File: src/dtl_pkg.sv
package dtl_pkg;

  // Byte addresses on the register bus
  localparam logic [7:0] DTL_ADR_CTRL = 8'h00;
  localparam logic [7:0] DTL_ADR_RTC_MOD = 8'h04;
  localparam logic [7:0] DTL_ADR_RTC_CNT = 8'h08;
  localparam logic [7:0] DTL_ADR_IRQ_STAT = 8'h0c;
  localparam logic [7:0] DTL_ADR_IRQ_MASK = 8'h10;
  localparam logic [7:0] DTL_ADR_TMR0 = 8'h20;
  localparam logic [7:0] DTL_ADR_TMR1 = 8'h40;
  localparam logic [7:0] DTL_TMR_SPAN = 8'h20;

  // Control register fields
  localparam int DTL_CTRL_RTC_EN = 0;
  localparam int DTL_CTRL_RTC_CLK = 1;
  localparam int DTL_CTRL_FLT_SEL0 = 2;
  localparam int DTL_CTRL_FLT_SEL1 = 3;
  localparam int DTL_CTRL_CONV_LO = 4;
  localparam int DTL_CTRL_WAKE_EN = 6;
  localparam int DTL_CTRL_ADC_SW = 7;
  localparam logic [7:0] DTL_CTRL_RST = 8'h00;
  localparam logic [15:0] DTL_RTC_MOD_RST = 16'hffff;

  // Interrupt status bits
  localparam int DTL_IRQ_W = 6;
  localparam int DTL_IRQ_RTC = 0;
  localparam int DTL_IRQ_T0_OVF = 1;
  localparam int DTL_IRQ_T1_OVF = 2;
  localparam int DTL_IRQ_T0_CH = 3;
  localparam int DTL_IRQ_T1_CH = 4;
  localparam int DTL_IRQ_FLOAT = 5;

  // Conversion trigger select codes
  localparam logic [1:0] DTL_CONV_SW = 2'h0;
  localparam logic [1:0] DTL_CONV_RTC = 2'h1;
  localparam logic [1:0] DTL_CONV_T1C1 = 2'h2;
  localparam logic [1:0] DTL_CONV_CMP = 2'h3;

  // Timer word indices (byte offset / 4 within a timer window)
  localparam logic [2:0] DTL_TW_CTL = 3'h0;
  localparam logic [2:0] DTL_TW_CCTL = 3'h1;
  localparam logic [2:0] DTL_TW_CCR0 = 3'h2;
  localparam logic [2:0] DTL_TW_CNT = 3'h5;
  localparam logic [2:0] DTL_TCTL_RST = 3'h0;
  localparam logic [5:0] DTL_TCCTL_RST = 6'h00;

  typedef enum logic [1:0] {
    DTL_TCLK_SYS = 2'b00,
    DTL_TCLK_AUX = 2'b01,
    DTL_TCLK_SUB = 2'b10,
    DTL_TCLK_INT = 2'b11
  } dtl_tclk_e;

endpackage : dtl_pkg

File: src/dtl_timer.sv
`timescale 1ns/1ps
module dtl_timer
  import dtl_pkg::*;
#(
  parameter int W = 16
) (
  input wire logic sys_clk,
  input wire logic reset,
  input wire logic tick_aux,
  input wire logic tick_sub,
  input wire logic tick_int,
  input wire logic wr_en,
  input wire logic [2:0] wr_idx,
  input wire logic [W-1:0] wr_data,
  input wire logic [2:0] rd_idx,
  input wire logic [2:0] cap_a,
  input wire logic [2:0] cap_b,
  output logic [W-1:0] rd_data,
  output logic [2:0] chan_out,
  output logic overflow,
  output logic [2:0] chan_event
);

  typedef struct packed {
    logic [W-1:0] cnt;
    logic [2:0][W-1:0] ccr;
    logic [2:0] ctl;
    logic [5:0] cctl;
    logic [2:0] cap_prev;
    logic [2:0] out;
    logic ovf;
    logic [2:0] ev;
  } dtl_tmr_s;

  dtl_tmr_s s_reg;
  dtl_tmr_s s_next;
  logic tick;
  logic [W-1:0] top;
  logic [2:0] cap_in;

  always_comb begin
    unique case (dtl_tclk_e'(s_reg.ctl[2:1]))
      DTL_TCLK_SYS: tick = 1'b1;
      DTL_TCLK_AUX: tick = tick_aux;
      DTL_TCLK_SUB: tick = tick_sub;
      DTL_TCLK_INT: tick = tick_int;
    endcase
  end

  // Period register of zero means free running over the full range
  assign top = (s_reg.ccr[0] == '0) ? '1 : s_reg.ccr[0];
  assign cap_in = (s_reg.cctl[5:3] & cap_b) | (~s_reg.cctl[5:3] & cap_a);

  always_comb begin
    s_next = s_reg;
    s_next.ovf = 1'b0;
    s_next.ev = 3'h0;
    if (s_reg.ctl[0] && tick) begin
      if (s_reg.cnt == top) begin
        s_next.cnt = '0;
        s_next.ovf = 1'b1;
      end else begin
        s_next.cnt = s_reg.cnt + 1'b1;
      end
    end
    for (int i = 0; i < 3; i++) begin
      if (s_reg.cctl[i]) begin
        if (cap_in[i] && !s_reg.cap_prev[i]) begin
          s_next.ccr[i] = s_reg.cnt;
          s_next.ev[i] = 1'b1;
        end
      end else if (s_reg.ctl[0] && tick && s_reg.cnt == s_reg.ccr[i]) begin
        s_next.ev[i] = 1'b1;
      end
      if (i == 0) begin
        s_next.out[i] = s_reg.out[i] ^ s_next.ovf;
      end else begin
        s_next.out[i] = s_next.cnt < s_reg.ccr[i];
      end
    end
    s_next.cap_prev = cap_in;
    if (wr_en) begin
      unique case (wr_idx)
        DTL_TW_CTL: s_next.ctl = wr_data[2:0];
        DTL_TW_CCTL: s_next.cctl = wr_data[5:0];
        DTL_TW_CNT: s_next.cnt = wr_data;
        3'h2, 3'h3, 3'h4: s_next.ccr[wr_idx - DTL_TW_CCR0] = wr_data;
        default: s_next.ctl = s_reg.ctl;
      endcase
    end
  end

  always_ff @(posedge sys_clk) begin
    if (reset) begin
      s_reg <= '0;
      s_reg.ctl <= DTL_TCTL_RST;
      s_reg.cctl <= DTL_TCCTL_RST;
    end else begin
      s_reg <= s_next;
    end
  end

  always_comb begin
    unique case (rd_idx)
      DTL_TW_CTL: rd_data = W'(s_reg.ctl);
      DTL_TW_CCTL: rd_data = W'(s_reg.cctl);
      DTL_TW_CNT: rd_data = s_reg.cnt;
      3'h2, 3'h3, 3'h4: rd_data = s_reg.ccr[rd_idx - DTL_TW_CCR0];
      default: rd_data = '0;
    endcase
  end

  assign chan_out = s_reg.out;
  assign overflow = s_reg.ovf;
  assign chan_event = s_reg.ev;

endmodule : dtl_timer

File: src/dtl_top.sv
// Behaviour
// - Two 16-bit timers, three capture/compare channels each, with PWM and intervals.
// - Second timer clock input and channel 2 alternate capture follow first timer channel 2.
// - Second timer channel 0 alternate capture follows first timer channel 0 output.
// - Second timer channel 1 alternate capture follows first timer channel 1 output.
// - Selected float source firing puts timer output pads into high impedance.
// - Per-timer select: 0 comparator, 1 external pin; floats only its pads.
// - Wake-up counter is 16-bit modulo and counts in every power mode.
// - Wake-up counter overflow can wake the CPU periodically from low-power.
// - In active mode the wake-up counter may run from the subsystem clock.
// - Counter clock mux picks exactly one of auxiliary or subsystem clock.
// - Each counter overflow is an event on first timer channel 0 capture A.
// - Each counter overflow starts a conversion when the trigger field is 01b.
`timescale 1ns/1ps
module dtl_top
  import dtl_pkg::*;
#(
  parameter int W = 16
) (
  input wire logic sys_clk,
  input wire logic reset,
  input wire logic wb_cyc_i,
  input wire logic wb_stb_i,
  input wire logic wb_we_i,
  input wire logic [7:0] wb_adr_i,
  input wire logic [3:0] wb_sel_i,
  input wire logic [31:0] wb_dat_i,
  output logic [31:0] wb_dat_o,
  output logic wb_ack_o,
  input wire logic aux_clock,
  input wire logic subsystem_clock,
  input wire logic touch_clock,
  input wire logic touch_capture,
  input wire logic comparator_out,
  input wire logic float_pin0,
  input wire logic float_pin1,
  input wire logic [1:0] t0_pad_in,
  input wire logic [1:0] t1_pad_in,
  input wire logic low_power,
  output logic [1:0] t0_pad_out,
  output logic [1:0] t0_pad_oe,
  output logic [1:0] t1_pad_out,
  output logic [1:0] t1_pad_oe,
  output logic wake_cpu,
  output logic adc_trigger,
  output logic irq
);

  // Asynchronous inputs, all brought through two flops
  localparam int NA = 11;
  localparam int A_AUX = 0;
  localparam int A_SUB = 1;
  localparam int A_TCLK = 2;
  localparam int A_TCAP = 3;
  localparam int A_CMP = 4;
  localparam int A_FP0 = 5;
  localparam int A_FP1 = 6;
  localparam int A_T0P = 7;
  localparam int A_T1P = 9;

  typedef struct packed {
    logic [NA-1:0] s1;
    logic [NA-1:0] s2;
    logic [NA-1:0] s3;
    logic [7:0] ctrl;
    logic [W-1:0] rtc_mod;
    logic [W-1:0] rtc_cnt;
    logic [DTL_IRQ_W-1:0] irq_stat;
    logic [DTL_IRQ_W-1:0] irq_mask;
    logic ack;
    logic [31:0] dat;
    logic [3:0] pad_out;
    logic [3:0] pad_oe;
    logic rtc_ovf;
    logic wake;
    logic adc;
    logic t0c2_prev;
    logic t1c1_prev;
    logic irq;
  } dtl_top_s;

  dtl_top_s s_reg;
  dtl_top_s s_next;

  logic [NA-1:0] async_in;
  logic [NA-1:0] rise;
  logic req;
  logic wr_commit;
  logic [2:0] t_idx;
  logic t0_hit;
  logic t1_hit;
  logic [W-1:0] t0_rd;
  logic [W-1:0] t1_rd;
  logic [2:0] t0_out;
  logic [2:0] t1_out;
  logic t0_ovf;
  logic t1_ovf;
  logic [2:0] t0_ev;
  logic [2:0] t1_ev;
  logic [2:0] t0_cap_a;
  logic [2:0] t0_cap_b;
  logic [2:0] t1_cap_a;
  logic [2:0] t1_cap_b;
  logic t1_int_tick;
  logic rtc_tick;
  logic float0;
  logic float1;
  logic [31:0] rd_mux;
  logic [W-1:0] wdat;

  assign async_in = {t1_pad_in, t0_pad_in, float_pin1, float_pin0, comparator_out,
                     touch_capture, touch_clock, subsystem_clock, aux_clock};

  // Edges are taken from the second and third stages only
  assign rise = s_reg.s2 & ~s_reg.s3;

  assign req = wb_cyc_i && wb_stb_i;
  // Writes land on the edge at which the master sees ack
  assign wr_commit = req && wb_we_i && s_reg.ack;
  assign t_idx = wb_adr_i[4:2];
  assign t0_hit = (wb_adr_i & ~(DTL_TMR_SPAN - 8'h01)) == DTL_ADR_TMR0;
  assign t1_hit = (wb_adr_i & ~(DTL_TMR_SPAN - 8'h01)) == DTL_ADR_TMR1;
  assign wdat = wb_dat_i[W-1:0];

  // First timer inputs
  assign t0_cap_a = {s_reg.s2[A_T0P+1], s_reg.s2[A_T0P], s_reg.rtc_ovf};
  assign t0_cap_b = {s_reg.s2[A_TCAP], s_reg.s2[A_CMP], s_reg.s2[A_AUX]};

  // Second timer alternate capture inputs and internal clock are chained off the first timer's outputs; capture A takes its own pads, channel 0 tied low
  assign t1_cap_a = {s_reg.s2[A_T1P+1], s_reg.s2[A_T1P], 1'b0};
  assign t1_cap_b = {t0_out[2], t0_out[1], t0_out[0]};
  assign t1_int_tick = t0_out[2] && !s_reg.t0c2_prev;

  // Only one wake-up counter source is ever steered through
  always_comb begin
    if (s_reg.ctrl[DTL_CTRL_RTC_CLK] && !low_power) begin
      rtc_tick = rise[A_SUB];
    end else begin
      rtc_tick = rise[A_AUX];
    end
  end

  // Float trigger: 0 picks the comparator, 1 the timer's own pin
  assign float0 = s_reg.ctrl[DTL_CTRL_FLT_SEL0] ? s_reg.s2[A_FP0] : s_reg.s2[A_CMP];
  assign float1 = s_reg.ctrl[DTL_CTRL_FLT_SEL1] ? s_reg.s2[A_FP1] : s_reg.s2[A_CMP];

  dtl_timer #(
    .W(W)
  ) u_tmr0 (
    .sys_clk(sys_clk),
    .reset(reset),
    .tick_aux(rise[A_AUX]),
    .tick_sub(rise[A_SUB]),
    .tick_int(rise[A_TCLK]),
    .wr_en(wr_commit && t0_hit),
    .wr_idx(t_idx),
    .wr_data(wdat),
    .rd_idx(t_idx),
    .cap_a(t0_cap_a),
    .cap_b(t0_cap_b),
    .rd_data(t0_rd),
    .chan_out(t0_out),
    .overflow(t0_ovf),
    .chan_event(t0_ev)
  );

  dtl_timer #(
    .W(W)
  ) u_tmr1 (
    .sys_clk(sys_clk),
    .reset(reset),
    .tick_aux(rise[A_AUX]),
    .tick_sub(rise[A_SUB]),
    .tick_int(t1_int_tick),
    .wr_en(wr_commit && t1_hit),
    .wr_idx(t_idx),
    .wr_data(wdat),
    .rd_idx(t_idx),
    .cap_a(t1_cap_a),
    .cap_b(t1_cap_b),
    .rd_data(t1_rd),
    .chan_out(t1_out),
    .overflow(t1_ovf),
    .chan_event(t1_ev)
  );

  // Unmapped addresses read zero and are still acknowledged
  always_comb begin
    rd_mux = 32'h0000_0000;
    if (t0_hit) begin
      rd_mux = 32'(t0_rd);
    end else if (t1_hit) begin
      rd_mux = 32'(t1_rd);
    end else begin
      unique case (wb_adr_i)
        DTL_ADR_CTRL: rd_mux = 32'({1'b0, s_reg.ctrl[6:0]});
        DTL_ADR_RTC_MOD: rd_mux = 32'(s_reg.rtc_mod);
        DTL_ADR_RTC_CNT: rd_mux = 32'(s_reg.rtc_cnt);
        DTL_ADR_IRQ_STAT: rd_mux = 32'(s_reg.irq_stat);
        DTL_ADR_IRQ_MASK: rd_mux = 32'(s_reg.irq_mask);
        default: rd_mux = 32'h0000_0000;
      endcase
    end
  end

  always_comb begin
    logic [DTL_IRQ_W-1:0] ev;
    logic adc_sw;
    logic [1:0] conv;
    ev = '0;
    adc_sw = 1'b0;
    conv = s_reg.ctrl[DTL_CTRL_CONV_LO+1:DTL_CTRL_CONV_LO];
    s_next = s_reg;
    s_next.s1 = async_in;
    s_next.s2 = s_reg.s1;
    s_next.s3 = s_reg.s2;
    s_next.t0c2_prev = t0_out[2];
    s_next.t1c1_prev = t1_out[1];

    // Bus slave: one ack per request, dropped the cycle after
    s_next.ack = req && !s_reg.ack;
    if (req && !s_reg.ack) begin
      s_next.dat = rd_mux;
    end
    if (wr_commit && wb_sel_i[0]) begin
      unique case (wb_adr_i)
        DTL_ADR_CTRL: begin
          s_next.ctrl = {1'b0, wb_dat_i[6:0]};
          adc_sw = wb_dat_i[DTL_CTRL_ADC_SW];
        end
        DTL_ADR_RTC_MOD: s_next.rtc_mod[7:0] = wb_dat_i[7:0];
        DTL_ADR_IRQ_MASK: s_next.irq_mask = wb_dat_i[DTL_IRQ_W-1:0];
        default: s_next.ctrl = s_reg.ctrl;
      endcase
    end
    if (wr_commit && wb_sel_i[1] && wb_adr_i == DTL_ADR_RTC_MOD) begin
      s_next.rtc_mod[15:8] = wb_dat_i[15:8];
    end

    // Wake-up counter: no gating by power mode, only by its enable
    s_next.rtc_ovf = 1'b0;
    if (s_reg.ctrl[DTL_CTRL_RTC_EN] && rtc_tick) begin
      if (s_reg.rtc_cnt == s_reg.rtc_mod) begin
        s_next.rtc_cnt = '0;
        s_next.rtc_ovf = 1'b1;
      end else begin
        s_next.rtc_cnt = s_reg.rtc_cnt + 1'b1;
      end
    end
    if (!s_reg.ctrl[DTL_CTRL_RTC_EN]) begin
      s_next.rtc_cnt = '0;
    end
    s_next.wake = s_reg.rtc_ovf && s_reg.ctrl[DTL_CTRL_WAKE_EN];

    // Conversion trigger source
    unique case (conv)
      DTL_CONV_SW: s_next.adc = adc_sw;
      DTL_CONV_RTC: s_next.adc = s_reg.rtc_ovf;
      DTL_CONV_T1C1: s_next.adc = t1_out[1] && !s_reg.t1c1_prev;
      DTL_CONV_CMP: s_next.adc = rise[A_CMP];
    endcase

    // Pads: enable drops while the chosen trigger stands
    s_next.pad_out = {t1_out[2:1], t0_out[2:1]};
    s_next.pad_oe = {{2{!float1}}, {2{!float0}}};

    // Sticky status: a new event wins over a write-one clear
    ev[DTL_IRQ_RTC] = s_reg.rtc_ovf;
    ev[DTL_IRQ_T0_OVF] = t0_ovf;
    ev[DTL_IRQ_T1_OVF] = t1_ovf;
    ev[DTL_IRQ_T0_CH] = |t0_ev;
    ev[DTL_IRQ_T1_CH] = |t1_ev;
    ev[DTL_IRQ_FLOAT] = (float0 && s_reg.pad_oe[0]) || (float1 && s_reg.pad_oe[2]);
    if (wr_commit && wb_sel_i[0] && wb_adr_i == DTL_ADR_IRQ_STAT) begin
      s_next.irq_stat = s_reg.irq_stat & ~wb_dat_i[DTL_IRQ_W-1:0];
    end
    s_next.irq_stat = s_next.irq_stat | ev;
    s_next.irq = |(s_next.irq_stat & s_next.irq_mask);
  end

  always_ff @(posedge sys_clk) begin
    if (reset) begin
      s_reg <= '0;
      s_reg.ctrl <= DTL_CTRL_RST;
      s_reg.rtc_mod <= DTL_RTC_MOD_RST;
    end else begin
      s_reg <= s_next;
    end
  end

  assign wb_dat_o = s_reg.dat;
  assign wb_ack_o = s_reg.ack;
  assign t0_pad_out = s_reg.pad_out[1:0];
  assign t0_pad_oe = s_reg.pad_oe[1:0];
  assign t1_pad_out = s_reg.pad_out[3:2];
  assign t1_pad_oe = s_reg.pad_oe[3:2];
  assign wake_cpu = s_reg.wake;
  assign adc_trigger = s_reg.adc;
  assign irq = s_reg.irq;

endmodule : dtl_top

File: config.mk
export PLATFORM = sky130hd
export DESIGN_NAME = dtl_top
export DESIGN_NICKNAME = d
export VERILOG_FILES = /design/src/dtl_pkg.sv /design/src/dtl_timer.sv /design/src/dtl_top.sv
export SDC_FILE = /design/constraint.sdc
export NUM_CORES = 1
export LEC_CHECK = 0
export BUFFER_PORTS_ARGS = -buffer_cell sky130_fd_sc_hd__clkbuf_2
export CORE_MARGIN = 10
export CORE_UTILIZATION = 25
export CTS_CLUSTER_DIAMETER = 50
export DETAILED_ROUTE_END_ITERATION = 6
export HOLD_SLACK_MARGIN = 0.03
export PLACE_DENSITY = 0.4
export SYNTH_ARGS = -nofsm -noshare
export SYNTH_HDL_FRONTEND = slang
export SYNTH_SLANG_ARGS = --single-unit
export TNS_END_PERCENT = 30
File: constraint.sdc
create_clock -name sys_clk -period 4.45 [get_ports sys_clk]
set_input_delay 0.2225 -clock sys_clk [delete_from_list [all_inputs] [get_ports sys_clk]]
set_output_delay 0.2225 -clock sys_clk [all_outputs]
set_load 0.02 [all_outputs]
==> impl_metrics.ini <==
[floorplan]
die_h_um = 275.2
initial_core_util_pct = 25.25
overall_die_area_mm2 = 0.07571
die_w_um = 275.2
fp.coreArea_mm2 = 0.06446
pin_count = 105
row_count = 93

[place]
place.gp.congestion = 0.8834
post-dp-hpwl_mm = 48.66
buffers_added_on_ports = 70
dp_slack_ps = 468.9

[worst_setup_path]
rr_startpoint = u_tmr0.s_reg[32]$_SDFF_PP0_
critical_path_required_ps = 4940
worstSetupStartpointType = flip-flop
timing.critical_path.fanout_max = 13
critical-path-slowest-cell = a2111oi_0
r2r_slack_ps = 460
rr_endpoint = u_tmr0.chan_out[1]$_SDFF_PP0_
max_stage_delay_ps = 750
worst_setup_path_end_kind = flip-flop
worst_ep_arrival_time_ps = 4490
critPathTopFamily = compound AO/OA/AOI/OAI gates
reg2reg_depth = 11
worst-setup-path-type = flip-flop to flip-flop
timing.critical_path.cells = nor2b_1 > a2111oi_0 > o2111ai_1 > o21a_1 > nor3_4 > nor2_1 > ha_1 > a21o_1 > a211oi_1 > o221ai_1 > a21oi_1
number_of_buffer_and_inverter_stages_on_the_critical_path = 0

[pwr]
post-layout-total-power_mw = 6.325
leakage_nw = 6.925
share_comb_of_total_power_pct = 6.7
power.density_mw_per_mm2 = 333.7
clkPwrFrac_pct = 54.3
switching_power_mw = 1.625
power.share.sequential_pct = 39.0
switching_power_share_of_the_total_pct = 25.70
cellInternalPower_mw = 4.700
ir_worst_vdd_uv = 187.7

[clock_network]
clock_path_buffers = 3
postCtsSetupRepairBufs = 0
postCtsHoldBufs = 11
clock_transition_at_path_regs_ps = 60
clock_tree_from_tritoncts = yes
insertion_delay_to_the_later_sink_of_the_worst_skew_pair_ps = 570
ctsHtreeMaxLevel = 2
cts_inserted_buffers = 43
post_cts_gate_resize_count = 0
clock_sink_count = 269
cts_root_buffer = clkbuf_16

[worst_hold_path]
min_path_cells = 2
hold_start = reset
capture_endpoint_of_the_worst_hold_path = t1_pad_out[1]$_SDFF_PP0_
hp-class = input pin to flip-flop

[timing]
layout_min_cycle_time_ps = 3992
finalMaxSlewViolations = 0
worst-slew-pin-transition_ps = 1186
final_number_of_hold_violating_endpoints = 0
rsz0062_at_grt = no
fin_skew_ps = 20.42
max_clock_freq_mhz = 250.5
final-setup-viol-count = 0
max_slew_margin_pct = 20.83
timing.final.crit_share_pct = 89.72
final_setup_margin_ps = 457.5
hold-worst-slack_ps = 119.7
tns_ps = 0

[route]
detailed_route_wl_mm = 67.30
post-route-drc-count = 0
first_pass_iteration_count_of_the_detailed_router = 5
vias = 14680
initialDrtViolationCount = 1061
wl_per_cell_um = 23.22
post_drt_via_cell_ratio = 5.065
residual_antenna_violating_net_count_after_detailed_routing = 0

[synth]
synth-edff-count = 0
ys_warn_count = 0
synth_seq_cells = 269
synth_top_cells_by_count = nor2_1 (276), dfxtp_1 (269), mux2i_1 (184), nand2_1 (127), a211oi_1 (113)
yosysMostFrequentCell = nor2_1
netlist_instances = 1996
synth.avg_cell_area_um2 = 8.155
synthFlopType = dfxtp_1
netlist_area_mm2 = 0.01628
synth.distinct_cells = 67
yosys-top-cells-area = dfxtp_1 (33%), mux2i_1 (11%), nor2_1 (6.4%)
yosys.area.top_type = dfxtp_1
synth.top_cell.area_share_pct = 33.08
seq_area_frac_synth_pct = 33.08
synth-async-reset-ratio_pct = 0

[global_route]
grt_pass1_vias = 14730
track_usage_pct = 17.41
antenna_violations_before_repair = 3
grt_first_pass_wirelength_mm = 99.42
grt_start_max_net_pins = 134
grt_overflow_total = 0

[final_layout]
area_growth_syn_to_layout_pct = 16.47
fillerInstances = 6940
multi_input_comb_area_mm2 = 0.009696
number_of_nets_in_the_final_layout = 2133
layout.core_utilization_pct = 29.41
layout-drive-gt1-share_pct = 11.81
sequential_cell_area_mm2 = 0.005385

[flow_run]
drv.max_cap_violation_count = 0

[outcome]
outcome = complete, no violations
[worst max path at each step]
stage                     cells after the start                            end                        start  slack (ps)
after floorplan                              17  u_tmr1.chan_out[1]$_SDFF_PP0_  u_tmr1.s_reg[68]$_SDFF_PP0_        1440
after detailed placement                     11  u_tmr0.chan_out[1]$_SDFF_PP0_  u_tmr0.s_reg[32]$_SDFF_PP0_         470
after CTS                                    11  u_tmr0.chan_out[1]$_SDFF_PP0_  u_tmr0.s_reg[32]$_SDFF_PP0_         410
after global routing                         14  u_tmr0.chan_out[2]$_SDFF_PP0_  u_tmr0.s_reg[27]$_SDFF_PP0_         140
final                                        11  u_tmr0.chan_out[1]$_SDFF_PP0_  u_tmr0.s_reg[32]$_SDFF_PP0_         460
after global placement                       11  u_tmr0.chan_out[1]$_SDFF_PP0_  u_tmr0.s_reg[27]$_SDFF_PP0_         400
[stage by stage]
stage | cells | area, µm²
2_1_floorplan | 2011 | 16330
3_3_place_gp | 2807 | 17390
3_5_place_dp | 2807 | 17390
4_1_cts | 2896 | 18950
5_1_grt | 2897 | 18950
6_report | 2898 | 18960
[cell usage in the layout (no fill, tap or decap), types with 8 or more instances in the layout]
| cell type | instances |
|---|---|
| dfxtp_1 | 269 |
| nand2_1 | 127 |
| xnor2_1 | 95 |
| and3_1 | 19 |
| clkinv_2 | 9 |
| inv_1 | 91 |
| mux2i_1 | 184 |
| o32ai_1 | 11 |
| buf_4 | 70 |
| nand4_1 | 43 |
| o21ai_0 | 54 |
| ha_1 | 64 |
| nor2_1 | 274 |
| a21oi_1 | 87 |
| a221oi_1 | 11 |
| o22ai_1 | 22 |
| nand3_1 | 40 |
| a211oi_1 | 113 |
| clkbuf_2 | 68 |
| a22oi_1 | 22 |
| dlygate4sd3_1 | 11 |
| nor4_1 | 14 |
| nor2b_1 | 48 |
| clkbuf_16 | 44 |
| nand2b_1 | 26 |
| o2111ai_1 | 8 |
| a31oi_1 | 13 |
| conb_1 | 16 |
| xor2_1 | 21 |
| a21o_1 | 17 |
| nor3_1 | 24 |
| o211ai_1 | 9 |
[power by group through the flow]
| stage | clock, mW | sequential (mW) | combinational (mW) |
|---|---|---|---|
| 3_5_place_dp | 0 | 2.52 | 0.413 |
| 5_1_grt | 3.61 | 2.47 | 0.452 |
| 6_report | 3.44 | 2.46 | 0.423 |
| 2_1_floorplan | 0 | 2.50 | 0.274 |
| 3_3_place_gp | 0 | 2.52 | 0.412 |
| 4_1_cts | 3.52 | 2.46 | 0.422 |
[per-layer routing]
layer  share of wire, %  vias up  track usage, %
li1                   -     7024               -
met1                 46     7193           22.98
met2                 47      367           28.88
met3                4.2       93           2.136
met4                3.1        0           6.025
met5                  0        -               0
[kinds of logic after synthesis]
group,synth area share (%)
simple gates,19.16
compound gates,16.88
buf+inv,7.956
flops,33.08
mux,11.73
xor+xnor,6.242
fa+ha+maj,4.920
other cells,0.02304
[layout make-up]
cell class / count / area share, %
diodes: 2 / 0.02640
well taps: 855 / 5.643
multi-input cells: 1451 / 51.15
inverters: 92 / 1.822
clock buffers: 55 / 6.290
clock inverters: 23 / 1.353
repair buffers: 151 / 5.313
flip-flops and latches: 269 / 28.41
(Power assumes the default switching activity.)
